### config.mk
export PLATFORM = sky130hd
export DESIGN_NAME = lhr_relay
export DESIGN_NICKNAME = d
export VERILOG_FILES = /design/src/lhr_pkg.sv /design/src/lhr_pec.sv /design/src/lhr_relay.sv
export SDC_FILE = /design/constraint.sdc
export NUM_CORES = 1
export LEC_CHECK = 0
export BUFFER_PORTS_ARGS = -buffer_cell sky130_fd_sc_hd__buf_2
export CAP_MARGIN = 10
export CORE_ASPECT_RATIO = 0.7
export CORE_MARGIN = 3
export CORE_UTILIZATION = 62
export DETAILED_ROUTE_END_ITERATION = 8
export PLACE_DENSITY = 0.83
export SLEW_MARGIN = 20
export SYNTH_ARGS = -nofsm -noshare
export SYNTH_HDL_FRONTEND = slang
export SYNTH_SLANG_ARGS = --single-unit
export TNS_END_PERCENT = 1
### constraint.sdc
create_clock -name clk_sys_i -period 9.59 [get_ports clk_sys_i]
set_input_delay 1.918 -clock clk_sys_i [delete_from_list [all_inputs] [get_ports clk_sys_i]]
set_output_delay 1.918 -clock clk_sys_i [all_outputs]
set_load 0.02 [all_outputs]
### src/lhr_pkg.sv
// Constants, types and register map of the heartbeat relay
package lhr_pkg;
    // Timing
    localparam int unsigned CLK_HZ = 25_000_000;
    localparam int unsigned CYC_PER_MS = CLK_HZ / 1000;
    localparam int unsigned FIRST_HB_MS = 31;
    localparam int unsigned FIRST_HB_CYC = FIRST_HB_MS * CYC_PER_MS;
    localparam int unsigned PERIOD_MS = 1000;
    localparam int unsigned PERIOD_CYC = PERIOD_MS * CYC_PER_MS;
    localparam int unsigned TMO_MS = 3000;
    localparam int unsigned TMO_CYC = TMO_MS * CYC_PER_MS;

    // Frame layout
    localparam logic [2:0] IDX_CMD0 = 3'h0;
    localparam logic [2:0] IDX_CMD1 = 3'h1;
    localparam logic [2:0] IDX_CCHK0 = 3'h2;
    localparam logic [2:0] IDX_CCHK1 = 3'h3;
    localparam logic [2:0] IDX_COUNT = 3'h4;
    localparam logic [2:0] IDX_FLAGS = 3'h5;
    localparam logic [2:0] IDX_DCHK0 = 3'h6;
    localparam logic [2:0] IDX_DCHK1 = 3'h7;

    // Command code value is arbitrary
    localparam logic [15:0] HB_CMD_CODE = 16'h0A5C;
    localparam logic [15:0] PEC_POLY = 16'h1021;
    localparam logic [15:0] CMD_SEED = 16'h0010;
    localparam logic [15:0] DATA_SEED = 16'h0010;

    // Payload values
    localparam logic [7:0] PASS_COUNT = 8'h42;
    localparam logic [7:0] PASS_FLAGS = 8'h00;
    localparam logic [7:0] ALL_FAULT = 8'hFF;
    localparam logic [7:0] LEN_RST = 8'h43;

    // Flag byte bit positions
    localparam int FLG_GDVP = 7;
    localparam int FLG_GDVN = 6;
    localparam int FLG_GOV = 5;
    localparam int FLG_GUV = 4;
    localparam int FLG_CDVP = 3;
    localparam int FLG_CDVN = 2;
    localparam int FLG_COV = 1;
    localparam int FLG_CUV = 0;

    // Register indices
    localparam logic [3:0] REG_CTRL = 4'h0;
    localparam logic [3:0] REG_CMD = 4'h1;
    localparam logic [3:0] REG_CLRMF = 4'h2;
    localparam logic [3:0] REG_LEN = 4'h3;
    localparam logic [3:0] REG_MFF = 4'h4;
    localparam logic [3:0] REG_LASTRX = 4'h5;
    localparam logic [3:0] REG_IST = 4'h6;
    localparam logic [3:0] REG_IMASK = 4'h7;
    localparam logic [3:0] REG_STAT = 4'h8;

    // Field positions
    localparam int CTRL_ORIG = 0;
    localparam int CTRL_TERM = 1;
    localparam int CMD_EN = 0;
    localparam int CMD_DIS = 1;
    localparam int IRQ_REJ = 0;
    localparam int IRQ_SENT = 1;
    localparam int IRQ_FAIL = 2;
    localparam int IRQ_TMO = 3;
    localparam int IRQ_W = 4;

    typedef enum logic [1:0] {
        ST_IDLE = 2'b00,
        ST_WAIT = 2'b01,
        ST_MEAS = 2'b11,
        ST_SEND = 2'b10
    } lhr_state_t;

    typedef struct packed {
        logic [7:0] count;
        logic [7:0] flags;
    } lhr_payload_t;

    typedef struct packed {
        logic [3:0] addr;
        logic [31:0] wdata;
        logic wr;
        logic rd;
    } lhr_bus_req_t;

    typedef struct packed {
        logic done;
        logic [7:0] viol;
        logic diag_fail;
    } lhr_meas_t;
endpackage

### src/lhr_pec.sv
// Two-byte check value generator shared by command and data checks
module lhr_pec (
    // Seed and bytes
    input wire logic [15:0] seed_i,
    input wire logic [7:0] byte0_i,
    input wire logic [7:0] byte1_i,
    // Result
    output logic [15:0] check_o
);
    function automatic logic [15:0] crc_step(input logic [15:0] c, input logic [7:0] d);
        logic [15:0] r;
        r = c;
        for (int i = 7; i >= 0; i--) begin
            if (r[15] ^ d[i]) begin
                r = {r[14:0], 1'b0} ^ lhr_pkg::PEC_POLY;
            end else begin
                r = {r[14:0], 1'b0};
            end
        end
        return r;
    endfunction

    assign check_o = crc_step(crc_step(seed_i, byte0_i), byte1_i);
endmodule

### src/lhr_relay.sv
// Heartbeat frame receiver, checker, regenerator and chain-end evaluator
module lhr_relay #(
    parameter int unsigned FIRST_CYC = lhr_pkg::FIRST_HB_CYC,
    parameter int unsigned PERIOD_CYC = lhr_pkg::PERIOD_CYC,
    parameter int unsigned TMO_CYC = lhr_pkg::TMO_CYC
) (
    // Clock and reset
    input wire logic clk_sys_i,
    input wire logic sys_rst_i,
    // Register port
    input wire lhr_pkg::lhr_bus_req_t bus_i,
    output logic [31:0] rdata_o,
    output logic irq_o,
    // Upstream bytes
    input wire logic rx_valid_i,
    input wire logic rx_first_i,
    input wire logic [7:0] rx_data_i,
    // Downstream bytes
    output logic tx_valid_o,
    output logic [7:0] tx_data_o,
    input wire logic tx_ready_i,
    // Measurement engine
    output logic meas_start_o,
    input wire lhr_pkg::lhr_meas_t meas_i,
    // Chain status
    output logic monitoring_o,
    output logic wake_o
);
    localparam int IRQ_W_M1 = lhr_pkg::IRQ_W - 1;

    lhr_pkg::lhr_state_t state, next_state;
    logic [31:0] timer, next_timer;
    logic active, next_active;
    logic orig, next_orig;
    logic term, next_term;
    logic [7:0] chain_len, next_len;
    logic [7:0] mff, next_mff;
    logic [IRQ_W_M1:0] irq_st, next_ist;
    logic [IRQ_W_M1:0] irq_mask, next_mask;
    logic [31:0] rdata, next_rdata;
    logic [7:0] rx_buf [0:7];
    logic [7:0] next_rx_buf [0:7];
    logic [2:0] rx_idx, next_rx_idx;
    lhr_pkg::lhr_payload_t last_rx, next_last_rx;
    lhr_pkg::lhr_payload_t in_pl, next_in_pl;
    lhr_pkg::lhr_payload_t tx_pl, next_tx_pl;
    logic [2:0] tx_idx, next_tx_idx;
    logic [7:0] tx_data, next_tx_data;
    logic [7:0] tx_frame [0:7];
    logic term_fault, next_term_fault;
    logic [31:0] tmo_cnt, next_tmo_cnt;
    logic cmd_en, cmd_dis, clr_wr, meas_take, own_fail, hb_sent;
    logic rx_done, rx_ok, rx_bad, rx_take, term_fail_ev, tmo_ev;
    logic [7:0] clr_mask, mff_meas;
    logic [15:0] rx_cchk, rx_dchk, tx_cchk, tx_dchk;
    logic [IRQ_W_M1:0] events;

    // Request is an argument so that continuous assigns re-evaluate on every bus change
    function automatic logic wr_hit(input lhr_pkg::lhr_bus_req_t b, input logic [3:0] a);
        return b.wr && (b.addr == a);
    endfunction

    assign cmd_dis = wr_hit(bus_i, lhr_pkg::REG_CMD) && bus_i.wdata[lhr_pkg::CMD_DIS];
    assign cmd_en = wr_hit(bus_i, lhr_pkg::REG_CMD) && bus_i.wdata[lhr_pkg::CMD_EN] && !cmd_dis;
    assign clr_wr = wr_hit(bus_i, lhr_pkg::REG_CLRMF);
    // Both command data bytes must carry a one to clear a flag
    assign clr_mask = bus_i.wdata[7:0] & bus_i.wdata[15:8];
    assign meas_take = (state == lhr_pkg::ST_MEAS) && meas_i.done;
    assign own_fail = (|meas_i.viol) || meas_i.diag_fail;
    assign mff_meas = meas_i.diag_fail ? lhr_pkg::ALL_FAULT : (mff | meas_i.viol);

    // Receive path: assemble and check
    always_comb begin
        logic [2:0] idx;
        idx = rx_first_i ? 3'h0 : rx_idx;
        next_rx_buf = rx_buf;
        next_rx_idx = rx_idx;
        rx_done = 1'b0;
        if (rx_valid_i) begin
            next_rx_buf[idx] = rx_data_i;
            next_rx_idx = idx + 3'h1;
            rx_done = (idx == lhr_pkg::IDX_DCHK1);
        end
    end

    lhr_pec u_rx_cpec (
        .seed_i(lhr_pkg::CMD_SEED),
        .byte0_i(next_rx_buf[lhr_pkg::IDX_CMD0]),
        .byte1_i(next_rx_buf[lhr_pkg::IDX_CMD1]),
        .check_o(rx_cchk)
    );

    lhr_pec u_rx_dpec (
        .seed_i(lhr_pkg::DATA_SEED),
        .byte0_i(next_rx_buf[lhr_pkg::IDX_COUNT]),
        .byte1_i(next_rx_buf[lhr_pkg::IDX_FLAGS]),
        .check_o(rx_dchk)
    );

    assign rx_ok = ({next_rx_buf[lhr_pkg::IDX_CMD0], next_rx_buf[lhr_pkg::IDX_CMD1]} == lhr_pkg::HB_CMD_CODE)
        && ({next_rx_buf[lhr_pkg::IDX_CCHK0], next_rx_buf[lhr_pkg::IDX_CCHK1]} == rx_cchk)
        && ({next_rx_buf[lhr_pkg::IDX_DCHK0], next_rx_buf[lhr_pkg::IDX_DCHK1]} == rx_dchk);
    assign rx_bad = rx_done && !rx_ok && active;
    // A relay busy with a frame ignores the next one; an originator that is not also terminator ignores all
    assign rx_take = rx_done && rx_ok && active && (term || (!orig && state == lhr_pkg::ST_IDLE));
    assign next_last_rx = rx_take ? {next_rx_buf[lhr_pkg::IDX_COUNT], next_rx_buf[lhr_pkg::IDX_FLAGS]} : last_rx;

    always_ff @(posedge clk_sys_i or posedge sys_rst_i) begin
        if (sys_rst_i) begin
            for (int i = 0; i < 8; i++) begin
                rx_buf[i] <= 8'h00;
            end
            rx_idx <= 3'h0;
            last_rx <= '0;
        end else begin
            rx_buf <= next_rx_buf;
            rx_idx <= next_rx_idx;
            last_rx <= next_last_rx;
        end
    end

    // Sequencer: wait, measure, regenerate, send
    always_comb begin
        next_state = state;
        next_timer = timer;
        next_in_pl = in_pl;
        next_tx_pl = tx_pl;
        next_tx_idx = tx_idx;
        meas_start_o = 1'b0;
        hb_sent = 1'b0;
        case (state)
            lhr_pkg::ST_IDLE: begin
                if (rx_take && !term) begin
                    next_in_pl = next_last_rx;
                    next_state = lhr_pkg::ST_MEAS;
                    meas_start_o = 1'b1;
                end
            end
            lhr_pkg::ST_WAIT: begin
                if (timer == 32'h0000_0000) begin
                    next_in_pl = {chain_len, lhr_pkg::PASS_FLAGS};
                    next_state = lhr_pkg::ST_MEAS;
                    meas_start_o = 1'b1;
                end else begin
                    next_timer = timer - 32'h0000_0001;
                end
            end
            lhr_pkg::ST_MEAS: begin
                if (meas_i.done) begin
                    next_tx_pl.count = own_fail ? in_pl.count : 8'(in_pl.count - 8'h01);
                    next_tx_pl.flags = in_pl.flags | mff_meas;
                    next_tx_idx = lhr_pkg::IDX_CMD0;
                    next_state = lhr_pkg::ST_SEND;
                end
            end
            lhr_pkg::ST_SEND: begin
                if (tx_ready_i) begin
                    if (tx_idx == lhr_pkg::IDX_DCHK1) begin
                        hb_sent = 1'b1;
                        if (orig) begin
                            next_timer = PERIOD_CYC - 32'h0000_0001;
                            next_state = lhr_pkg::ST_WAIT;
                        end else begin
                            next_state = lhr_pkg::ST_IDLE;
                        end
                    end else begin
                        next_tx_idx = tx_idx + 3'h1;
                    end
                end
            end
            default: begin
                next_state = lhr_pkg::ST_IDLE;
            end
        endcase
        if (cmd_dis) begin
            next_state = lhr_pkg::ST_IDLE;
        end else if (cmd_en && orig && !active) begin
            next_timer = FIRST_CYC - 32'h0000_0001;
            next_state = lhr_pkg::ST_WAIT;
        end
    end

    lhr_pec u_tx_cpec (
        .seed_i(lhr_pkg::CMD_SEED),
        .byte0_i(lhr_pkg::HB_CMD_CODE[15:8]),
        .byte1_i(lhr_pkg::HB_CMD_CODE[7:0]),
        .check_o(tx_cchk)
    );

    lhr_pec u_tx_dpec (
        .seed_i(lhr_pkg::DATA_SEED),
        .byte0_i(next_tx_pl.count),
        .byte1_i(next_tx_pl.flags),
        .check_o(tx_dchk)
    );

    assign tx_frame[lhr_pkg::IDX_CMD0] = lhr_pkg::HB_CMD_CODE[15:8];
    assign tx_frame[lhr_pkg::IDX_CMD1] = lhr_pkg::HB_CMD_CODE[7:0];
    assign tx_frame[lhr_pkg::IDX_CCHK0] = tx_cchk[15:8];
    assign tx_frame[lhr_pkg::IDX_CCHK1] = tx_cchk[7:0];
    assign tx_frame[lhr_pkg::IDX_COUNT] = next_tx_pl.count;
    assign tx_frame[lhr_pkg::IDX_FLAGS] = next_tx_pl.flags;
    assign tx_frame[lhr_pkg::IDX_DCHK0] = tx_dchk[15:8];
    assign tx_frame[lhr_pkg::IDX_DCHK1] = tx_dchk[7:0];
    assign next_tx_data = tx_frame[next_tx_idx];

    always_ff @(posedge clk_sys_i or posedge sys_rst_i) begin
        if (sys_rst_i) begin
            state <= lhr_pkg::ST_IDLE;
            timer <= 32'h0000_0000;
            in_pl <= '0;
            tx_pl <= '0;
            tx_idx <= 3'h0;
            tx_data <= 8'h00;
        end else begin
            state <= next_state;
            timer <= next_timer;
            in_pl <= next_in_pl;
            tx_pl <= next_tx_pl;
            tx_idx <= next_tx_idx;
            tx_data <= next_tx_data;
        end
    end

    assign tx_valid_o = (state == lhr_pkg::ST_SEND);
    assign tx_data_o = tx_data;

    // Chain end evaluation and timeout
    always_comb begin
        next_term_fault = term_fault;
        next_tmo_cnt = tmo_cnt;
        term_fail_ev = 1'b0;
        tmo_ev = 1'b0;
        if (active && term) begin
            if (tmo_cnt == 32'h0000_0000) begin
                tmo_ev = 1'b1;
                next_tmo_cnt = TMO_CYC - 32'h0000_0001;
            end else begin
                next_tmo_cnt = tmo_cnt - 32'h0000_0001;
            end
            if (rx_take) begin
                if (next_last_rx == {lhr_pkg::PASS_COUNT, lhr_pkg::PASS_FLAGS}) begin
                    next_tmo_cnt = TMO_CYC - 32'h0000_0001;
                    next_term_fault = 1'b0;
                end else begin
                    term_fail_ev = 1'b1;
                end
            end
            if (term_fail_ev || tmo_ev) begin
                next_term_fault = 1'b1;
            end
        end
        // Indication is raised on enable until a first pass arrives
        if (cmd_en && term && !active) begin
            next_term_fault = 1'b1;
            next_tmo_cnt = TMO_CYC - 32'h0000_0001;
        end else if (cmd_dis) begin
            next_term_fault = 1'b0;
        end
    end

    always_ff @(posedge clk_sys_i or posedge sys_rst_i) begin
        if (sys_rst_i) begin
            term_fault <= 1'b0;
            tmo_cnt <= 32'h0000_0000;
        end else begin
            term_fault <= next_term_fault;
            tmo_cnt <= next_tmo_cnt;
        end
    end

    assign wake_o = term_fault;

    // Register file and interrupt
    assign events[lhr_pkg::IRQ_REJ] = rx_bad;
    assign events[lhr_pkg::IRQ_SENT] = hb_sent;
    assign events[lhr_pkg::IRQ_FAIL] = term_fail_ev;
    assign events[lhr_pkg::IRQ_TMO] = tmo_ev;

    always_comb begin
        next_orig = orig;
        next_term = term;
        next_len = chain_len;
        next_mask = irq_mask;
        next_active = active;
        next_mff = mff;
        next_ist = irq_st;
        next_rdata = 32'h0000_0000;
        // Role bits are frozen while monitoring runs
        if (wr_hit(bus_i, lhr_pkg::REG_CTRL) && !active) begin
            next_orig = bus_i.wdata[lhr_pkg::CTRL_ORIG];
            next_term = bus_i.wdata[lhr_pkg::CTRL_TERM];
        end
        if (wr_hit(bus_i, lhr_pkg::REG_LEN)) begin
            next_len = bus_i.wdata[7:0];
        end
        if (wr_hit(bus_i, lhr_pkg::REG_IMASK)) begin
            next_mask = bus_i.wdata[IRQ_W_M1:0];
        end
        if (wr_hit(bus_i, lhr_pkg::REG_IST)) begin
            next_ist = irq_st & ~bus_i.wdata[IRQ_W_M1:0];
        end
        next_ist = next_ist | events;
        if (cmd_dis) begin
            next_active = 1'b0;
        end else if (cmd_en) begin
            next_active = 1'b1;
        end
        if (clr_wr) begin
            next_mff = mff & ~clr_mask;
        end
        // A violation in the clear cycle still lands; diagnostics can refill all ones
        if (meas_take) begin
            next_mff = meas_i.diag_fail ? lhr_pkg::ALL_FAULT : (next_mff | meas_i.viol);
        end
        if (bus_i.rd) begin
            case (bus_i.addr)
                lhr_pkg::REG_CTRL: next_rdata = {30'h0000_0000, term, orig};
                lhr_pkg::REG_LEN: next_rdata = {24'h00_0000, chain_len};
                lhr_pkg::REG_MFF: next_rdata = {24'h00_0000, mff};
                lhr_pkg::REG_LASTRX: next_rdata = {16'h0000, last_rx};
                lhr_pkg::REG_IST: next_rdata = {28'h000_0000, irq_st};
                lhr_pkg::REG_IMASK: next_rdata = {28'h000_0000, irq_mask};
                lhr_pkg::REG_STAT: next_rdata = {28'h000_0000, term_fault, active, state};
                default: next_rdata = 32'h0000_0000;
            endcase
        end
    end

    always_ff @(posedge clk_sys_i or posedge sys_rst_i) begin
        if (sys_rst_i) begin
            orig <= 1'b0;
            term <= 1'b0;
            chain_len <= lhr_pkg::LEN_RST;
            irq_mask <= '0;
            irq_st <= '0;
            active <= 1'b0;
            mff <= 8'h00;
            rdata <= 32'h0000_0000;
        end else begin
            orig <= next_orig;
            term <= next_term;
            chain_len <= next_len;
            irq_mask <= next_mask;
            irq_st <= next_ist;
            active <= next_active;
            mff <= next_mff;
            rdata <= next_rdata;
        end
    end

    assign rdata_o = rdata;
    assign irq_o = |(irq_st & irq_mask);
    assign monitoring_o = active;
endmodule
==> flow_metrics.py, run 1 <==
metrics = {
    "clock_network": {
        "post_cts.repair.setup_buffers": 0,
        "ctsHoldBuffers": 0,
        "clkSlewWorstSetupHoldPaths_ps": 60,
        "cts_buffers": 24,
        "insertion_delay_ps": 540,
        "clock_path_buffers": 3,
        "cts-htree-levels": 1,
        "cts_tree": "built",
        "clock-sinks": 236,
        "postCtsResizedCells": 0,
        "root_buffer": "clkbuf_16",
    },
    "critical_path": {
        "cp-start-kind": "primary input",
        "critPathKind": "in -> out",
        "arrival_ps": 6380,
        "endpoint_kind": "output port",
        "critical_path_required_ps": 7670,
        "cp_max_fo": 22,
    },
    "floorplan": {
        "io_pins": 106,
        "rows": 47,
        "die_area_um2": 26700,
        "fp.dieW_um": 194,
        "start_util_pct": 64.0,
        "die_h_um": 138,
        "coreArea_um2": 24000,
    },
    "synth": {
        "ys_seq_area_share_pct": 38.5,
        "async_flop_share_pct": 100,
        "yosys_most_used_dff": "dfrtp_1",
        "syn_inst": 1684,
        "syn_area_um2": 15300,
        "syn_area_per_cell_um2": 9.12,
        "synth-edff-count": 0,
        "yosys_warnings": 0,
        "yosys_register_bits": 236,
        "synth.distinct_cells": 94,
    },
    "global_routing": {
        "grt_pass1_wl_mm": 69.4,
        "antenna_found_initial": 0,
        "grt_pass1_vias": 12972,
        "grt_usage_pct": 32.1,
        "grt_overflow_total": 0,
        "grt_max_degree": 117,
    },
    "power": {
        "leakagePower_nw": 7.46,
        "irDropWorstVdd_mv": 0.381,
        "p_per_area_nw_per_um2": 328,
    },
    "sta": {
        "max_slew_margin_pct": 29.3,
        "hold_viol": 0,
        "setup_tns_ps": 0,
        "maxSlewViolCount": 0,
        "rsz0062_at_grt": "false",
        "finalSetupViolCount": 0,
        "fmax_mhz": 121,
        "max_slew.worst_pin.slew_ps": 1060,
        "fin_worst_skew_ps": 13.2,
        "fin_crit_sh_pct": 86.5,
        "period_minus_slack_ps": 8300,
    },
    "worst_hold_path": {
        "hp-class": "reg -> reg",
    },
    "layout": {
        "drive_gt1_share_pct": 12.6,
        "fin_cells": 2038,
        "syn2layout_area_growth_pct": 8.39,
        "final_util_pct": 69.3,
        "nNetsFinal": 1779,
        "final_area_um2": 16600,
        "n_antenna_cell": 0,
    },
    "drt": {
        "drt_first_pass_iters": 6,
        "wl_per_cell_um": 21.5,
        "drcViolationCount": 0,
        "drt-vias-per-instance": 6.80,
        "num_vias": 13849,
        "detail-route-antenna-nets": 0,
        "drt_iter0_drc": 1614,
        "wl_mm": 43.9,
    },
    "outcome": {
        "status": "complete, no violations",
    },
    "placed_design": {
        "portBuffers": 73,
        "place_area_um2": 15800,
        "dp_hpwl_mm": 30.9,
        "gp_congestion": 0.965,
        "dp_cells": 1995,
    },
    "run": {
        "drv_cap": 0,
    },
}
logic make-up after synthesis:
group / synth area share [%]
simple gates: 20.0
fa+ha+maj: 1.22
compound gates: 19.4
buf+inv: 4.73
mux: 6.76
xor+xnor: 9.46
flops: 38.5
other cells: 0.0244
final cells by class:
cell class | count | area [µm²]
multi-input cells | 1297 | 8790
fillers | 1798 | 7360
flip-flops and latches | 236 | 5910
clock buffers | 29 | 659
repair buffers | 86 | 463
well taps | 318 | 398
inverters | 58 | 225
clock inverters | 14 | 196
cells in the final DEF (no fill, tap or decap), drive strengths merged, types with 13 or more instances in the layout:
master	Yosys	final
dfrtp	233	233
nand2	165	165
nor2	148	148
o21ai	123	123
buf	44	86
xnor2	84	84
a21oi	77	77
nor3	59	59
inv	56	56
mux2	55	55
nand3	49	49
a211oi	33	33
mux2i	32	32
nor4	30	30
clkbuf	64	29
or3	27	27
and2	22	22
xor2	21	21
a22o	19	19
xnor3	18	18
o211ai	18	18
and3	16	16
conb	1	16
a22oi	15	15
nand4	15	15
ha	15	15
a211o	14	14
o31ai	13	13
a31oi	13	13
where the power goes:
part / leakage (nW) / internal, mW / switching [mW]
Combinational: 4.07 / 1.21 / 1.64
Clock: 0.413 / 0.601 / 0.422
Sequential: 2.98 / 1.30 / 0.292
through the flow:
step | hold slack [ps] | total power, mW | worst slack (ps)
final | 491 | 5.46 | 1290
after global routing | 514 | 5.79 | 1130
after CTS | 491 | 5.38 | 1470
after detailed placement | 481 | 4.33 | 1460
after global placement | 461 | 4.22 | 1530
after floorplan | 441 | 3.70 | 1200
flip-flops by register name (all words and copies together) (netlist names):
name / flops
chain_len: 8
tx_idx: 3
tx_data_o: 8
mff: 8
in_pl: 16
orig: 1
state: 2
wake_o: 1
rx_idx: 3
term: 1
tmo_cnt: 32
monitoring_o: 1
last_rx: 16
irq_st: 4
irq_mask: 4
rdata_o: 16
rx_buf: 64
timer: 32
tx_pl: 16
cell usage after synthesis (all sizes together) (13+ instances only):
master	number	area share [%]
and2	22	0.90
ha	15	1.2
and3	16	0.65
o21ai	123	4.0
buf	44	1.7
mux2	55	4.2
nor2	148	3.6
nand4	15	0.61
xnor3	18	2.6
a31oi	13	0.53
clkbuf	64	1.6
nor3	59	2.0
xor2	21	1.2
nand2	165	4.2
a211oi	33	1.6
nor4	30	1.2
o211ai	18	0.88
a22o	19	1.1
dfrtp	233	38
or3	27	1.1
o31ai	13	0.64
nand3	49	1.6
a21oi	77	2.5
xnor2	84	4.8
a211o	14	0.80
a22oi	15	0.73
mux2i	32	2.1
inv	56	1.4
per-layer routing:
metal  global-route usage [%]  vias up  wire, µm
li1                         -     6173         -
met1                     48.2     6765     19200
met2                     46.0      825     18300
met3                     9.31       86      5620
met4                     7.41        0       840
met5                        0        -         0
critical path, stage by stage:
cell,delay (ps)
buf_2,320
nand4bb_1,620
nor2_1,740
nor3_1,100
a2111oi_0,350
xnor3_1,570
mux2i_1,190
or3_1,410
nor4_1,730
nand2b_1,240
buf_2,180
path summary, 6_finish.rpt:
kind	from	to	slack [ps]	cells after the start
max	rx_valid_i	meas_start_o	1290	11
min	timer[30]	timer[30]	490	1
min in group asynchronous	sys_rst_i	tx_pl[5]	1450	2
max reg2reg	rx_idx[1]	tmo_cnt[18]	3520	12
min reg2reg	timer[30]	timer[30]	490	1
max in group asynchronous	sys_rst_i	rx_buf[63]	6730	3
No activity file was read; power rests on OpenSTA's default activity.
==> inputs of run 2 (changes only) <==
==> constraint.sdc (replaced) <==
create_clock -name clk_sys_i -period 9.59 [get_ports clk_sys_i]
set_input_delay 1.918 -clock clk_sys_i [delete_from_list [all_inputs] [get_ports clk_sys_i]]
set_output_delay 1.918 -clock clk_sys_i [all_outputs]
set_load 0.01 [all_outputs]
==> run 2 against run 1 <==
Net effect: routed wire length is 2.9% higher; sequential share of layout area is 0.15 points lower; maximum frequency is 1.8% lower; via count grew 1.5%; core utilization rose by 0.30 points; non-clock buffer count is 2 higher.
==> flow_metrics.py, run 2 (synthesized netlist as in run 1, its figures left out) <==
metrics = {
    "layout": {
        "top_register": "rx_buf",
        "n_antenna_cell": 0,
        "final_area_um2": 16700,
        "largest_register_ffs": 64,
        "syn2layout_area_growth_pct": 8.86,
        "final_util_pct": 69.6,
        "seq_area_um2": 5910,
        "reg_top3": "rx_buf (64), timer (32), tmo_cnt (32)",
        "multi_input_area_um2": 8790,
        "layout_common_cells": "dfrtp_1 (233), nand2_1 (163), nor2_1 (147)",
        "drive_gt1_share_pct": 12.8,
        "fill_cells": 1800,
        "fin_cells": 2040,
        "nNetsFinal": 1781,
        "layout_commonest_cell": "dfrtp_1",
    },
    "sta": {
        "max_slew.worst_pin.slew_ps": 1130,
        "fin_worst_skew_ps": 24.5,
        "maxSlewViolCount": 0,
        "whs_ps": 482,
        "fin_crit_sh_pct": 88.1,
        "setup_tns_ps": 0,
        "period_minus_slack_ps": 8450,
        "max_slew_margin_pct": 24.3,
        "setup_ws_ps": 1140,
        "finalSetupViolCount": 0,
        "hold_viol": 0,
        "rsz0062_at_grt": "false",
        "fmax_mhz": 118,
    },
    "clock_network": {
        "clock-sinks": 236,
        "postCtsResizedCells": 0,
        "cts-htree-levels": 1,
        "root_buffer": "clkbuf_16",
        "ctsHoldBuffers": 0,
        "insertion_delay_ps": 550,
        "cts_buffers": 24,
        "clkSlewWorstSetupHoldPaths_ps": 60,
        "post_cts.repair.setup_buffers": 0,
        "cts_tree": "built",
        "clock_path_buffers": 3,
    },
    "critical_path": {
        "critPathKind": "in -> out",
        "reg2reg_depth": 12,
        "endpoint_kind": "output port",
        "critical_path_required_ps": 7670,
        "cp_max_fo": 22,
        "arrival_ps": 6530,
        "cp-start-kind": "primary input",
    },
    "floorplan": {
        "die_h_um": 138,
        "die_area_um2": 26700,
        "start_util_pct": 64.0,
        "coreArea_um2": 24000,
        "fp.dieW_um": 194,
        "rows": 47,
        "io_pins": 106,
    },
    "drt": {
        "drt-vias-per-instance": 6.89,
        "wl_mm": 45.2,
        "drt_iter0_drc": 1580,
        "drt_first_pass_iters": 5,
        "detail-route-antenna-nets": 0,
        "wl_per_cell_um": 22.2,
        "num_vias": 14052,
        "drcViolationCount": 0,
    },
    "power": {
        "p_int_mw": 3.13,
        "seq_power_share_pct": 28.8,
        "switching_share_pct": 43.3,
        "power_mw": 5.52,
        "irDropWorstVdd_mv": 0.415,
        "p_sw_mw": 2.39,
        "p_clk_share_pct": 19.3,
        "leakagePower_nw": 7.48,
        "p_comb_share_pct": 51.9,
        "p_per_area_nw_per_um2": 330,
    },
    "placed_design": {
        "place_area_um2": 15800,
        "dp_slack_ps": 1280,
        "gp_congestion": 0.963,
        "portBuffers": 73,
        "dp_cells": 1995,
        "dp_hpwl_mm": 31.0,
    },
    "worst_hold_path": {
        "hp-class": "reg -> reg",
        "whs_path_depth": 1,
    },
    "global_routing": {
        "antenna_found_initial": 1,
        "grt_overflow_total": 0,
        "grt_pass1_wl_mm": 70.7,
        "grt_pass1_vias": 13193,
        "grt_usage_pct": 32.7,
        "grt_max_degree": 83,
    },
    "run": {
        "drv_cap": 0,
    },
    "outcome": {
        "status": "complete, no violations",
    },
}
run 2: per-layer routing:
layer	up-vias	GRT usage [%]	share of wire [%]
met2	925	47.6	42
met3	107	10.2	13
met1	6837	47.6	42
met4	2	8.65	2.1
li1	6181	-	-
met5	-	0	0.022
run 2: final cells by class:
type                       instances  area share [%]
clock inverter                    16            1.49
inverter                          58            1.35
sequential                       236            35.4
clock buffer                      27            3.84
tap                              318            2.38
multi-input combinational       1297            52.6
timing repair buffer              88            2.99
run 2: critical path, stage by stage:
cell	delay, ps
buf_2	240
and2_1	380
nor2_1	760
nor3_1	90
a2111oi_1	870
xnor3_1	570
mux2i_1	160
or3_1	420
nor4_1	720
nand2b_1	240
buf_2	150
run 2: power by group through the flow:
stage | registers, mW | logic [mW] | clock network, mW
floorplan | 1.50 | 2.18 | 0
global placement | 1.57 | 2.64 | 0
detailed placement | 1.59 | 2.74 | 0
CTS | 1.57 | 2.77 | 1.07
global route | 1.62 | 3.10 | 1.10
finish | 1.59 | 2.86 | 1.07
run 2: path summary, 6_finish.rpt:
kind | from | end | slack (ps)
max in group asynchronous | sys_rst_i | rx_buf[51] | 7010
setup reg to reg | rx_idx[2] | tmo_cnt[27] | 3440
hold reg to reg | timer[30] | timer[30] | 480
hold / removal | timer[30] | timer[30] | 480
min in group asynchronous | sys_rst_i | tx_pl[6] | 1430
setup / recovery | rx_valid_i | meas_start_o | 1140
==> inputs of run 3 (changes only) <==
--- a/config.mk
+++ b/config.mk
@@ -12,6 +12,7 @@
 export CORE_UTILIZATION = 62
 export DETAILED_ROUTE_END_ITERATION = 8
 export PLACE_DENSITY = 0.83
+export REMOVE_ABC_BUFFERS = 1
 export SLEW_MARGIN = 20
 export SYNTH_ARGS = -nofsm -noshare
 export SYNTH_HDL_FRONTEND = slang
==> run 3 against run 2 <==
Net effect: combinational power down 1%; non-clock buffer count is 5 lower; sequential share of layout area grew 0.42 points; global-route usage down 0.37 points; setup slack improved by 200 ps; register-to-register slack gained 310 ps; sequential power about the same; clock-buffer cell count rose by 7; cell count down 0.25%; critical endpoint unchanged.
==> flow_metrics.py, run 3 (synthesized netlist as in run 1, its figures left out) <==
metrics = {
    "layout": {
        "reg_top3": "rx_buf (64), timer (32), tmo_cnt (32)",
        "multi_input_area_um2": 8780,
        "syn2layout_area_growth_pct": 7.57,
        "layout_commonest_cell": "dfrtp_1",
        "largest_register_ffs": 64,
        "top_register": "rx_buf",
        "layout_common_cells": "dfrtp_1 (233), nand2_1 (163), nor2_1 (146)",
        "final_area_um2": 16500,
        "nNetsFinal": 1776,
        "fill_cells": 1823,
        "seq_area_um2": 5910,
        "drive_gt1_share_pct": 12.2,
    },
    "placed_design": {
        "place_area_um2": 15700,
        "gp_congestion": 0.953,
        "dp_hpwl_mm": 31.0,
        "portBuffers": 73,
        "dp_slack_ps": 1460,
    },
    "global_routing": {
        "antenna_found_initial": 0,
        "grt_usage_pct": 32.3,
        "grt_max_degree": 112,
        "grt_pass1_wl_mm": 69.6,
        "grt_pass1_vias": 12735,
        "grt_overflow_total": 0,
    },
    "clock_network": {
        "clock-sinks": 236,
        "cts_buffers": 24,
        "ctsHoldBuffers": 0,
        "cts_tree": "built",
        "root_buffer": "clkbuf_16",
        "cts-htree-levels": 1,
        "insertion_delay_ps": 540,
        "clkSlewWorstSetupHoldPaths_ps": 60,
        "post_cts.repair.setup_buffers": 0,
        "clock_path_buffers": 3,
        "postCtsResizedCells": 0,
    },
    "critical_path": {
        "critical_path_required_ps": 7670,
        "cp_max_fo": 22,
        "cp-start-kind": "primary input",
        "critPathKind": "in -> out",
        "arrival_ps": 6330,
        "endpoint_kind": "output port",
    },
    "drt": {
        "drcViolationCount": 0,
        "detail-route-antenna-nets": 0,
        "drt_iter0_drc": 1825,
        "drt-vias-per-instance": 6.78,
        "drt_first_pass_iters": 6,
        "wl_per_cell_um": 21.7,
        "wl_mm": 44.2,
        "num_vias": 13806,
    },
    "outcome": {
        "status": "complete, no violations",
    },
    "sta": {
        "max_slew.worst_pin.slew_ps": 1140,
        "fin_worst_skew_ps": 22.5,
        "setup_tns_ps": 0,
        "finalSetupViolCount": 0,
        "period_minus_slack_ps": 8240,
        "max_slew_margin_pct": 23.7,
        "setup_ws_ps": 1350,
        "fmax_mhz": 121,
        "fin_crit_sh_pct": 86.0,
        "rsz0062_at_grt": "false",
        "hold_viol": 0,
        "maxSlewViolCount": 0,
    },
    "power": {
        "power_mw": 5.33,
        "p_per_area_nw_per_um2": 323,
        "irDropWorstVdd_mv": 0.316,
        "leakagePower_nw": 7.40,
    },
    "floorplan": {
        "fp.dieW_um": 194,
        "io_pins": 106,
        "coreArea_um2": 24000,
        "die_area_um2": 26700,
        "die_h_um": 138,
        "start_util_pct": 64.0,
        "rows": 47,
    },
    "worst_hold_path": {
        "hp-class": "reg -> reg",
    },
    "run": {
        "drv_cap": 0,
    },
}
## run 3: metrics by stage
stage,hold WS (ps),utilization (%),instances
3_5_place_dp,476,65.6,1991
4_1_cts,488,68.8,2033
2_1_floorplan,441,-,1591
6_report,487,68.8,2035
3_3_place_gp,468,65.6,1991
5_1_grt,505,68.8,2034
## run 3: layout make-up
type	count	area share (%)
multi-input cells	1297	53.2
repair buffers	83	2.65
clock buffers	34	4.11
inverters	58	1.36
flip-flops and latches	236	35.8
diodes	1	0.0152
clock inverters	8	0.485
well taps	318	2.41
## run 3: where the power goes
| group | total (mW) | internal, mW | switching (mW) |
|---|---|---|---|
| registers | 1.59 | 1.30 | 0.293 |
| logic | 2.82 | 1.20 | 1.61 |
| clock network | 0.926 | 0.520 | 0.406 |
| total | 5.33 | 3.02 | 2.31 |
## run 3: critical path, cell delays in order
cell and delay [ps]:
buf_2 350, nor4b_2 860, nor2_1 440, mux2_2 400
xnor3_1 380, a211oi_1 320, o22ai_1 170, or3_1 460
nor4_1 650, nand2b_1 230, buf_2 140
## run 3: final timing paths
kind,from,to,slack (ps),cells past startpoint
worst min-delay path,timer[30],timer[30],490,1
worst max-delay path,rx_valid_i,meas_start_o,1350,11
max in group asynchronous,sys_rst_i,last_rx[9],6690,3
worst min register to register,timer[30],timer[30],490,1
min in group asynchronous,sys_rst_i,tx_data_o[6],1520,2
worst max register to register,rx_idx[1],in_pl[7],3750,10
## run 3: metal layers
| metal | global-route usage (%) | wire, µm |
|---|---|---|
| met5 | 0 | 0 |
| met4 | 8.29 | 999 |
| met3 | 8.90 | 5730 |
| met2 | 46.7 | 18600 |
| met1 | 48.3 | 18900 |
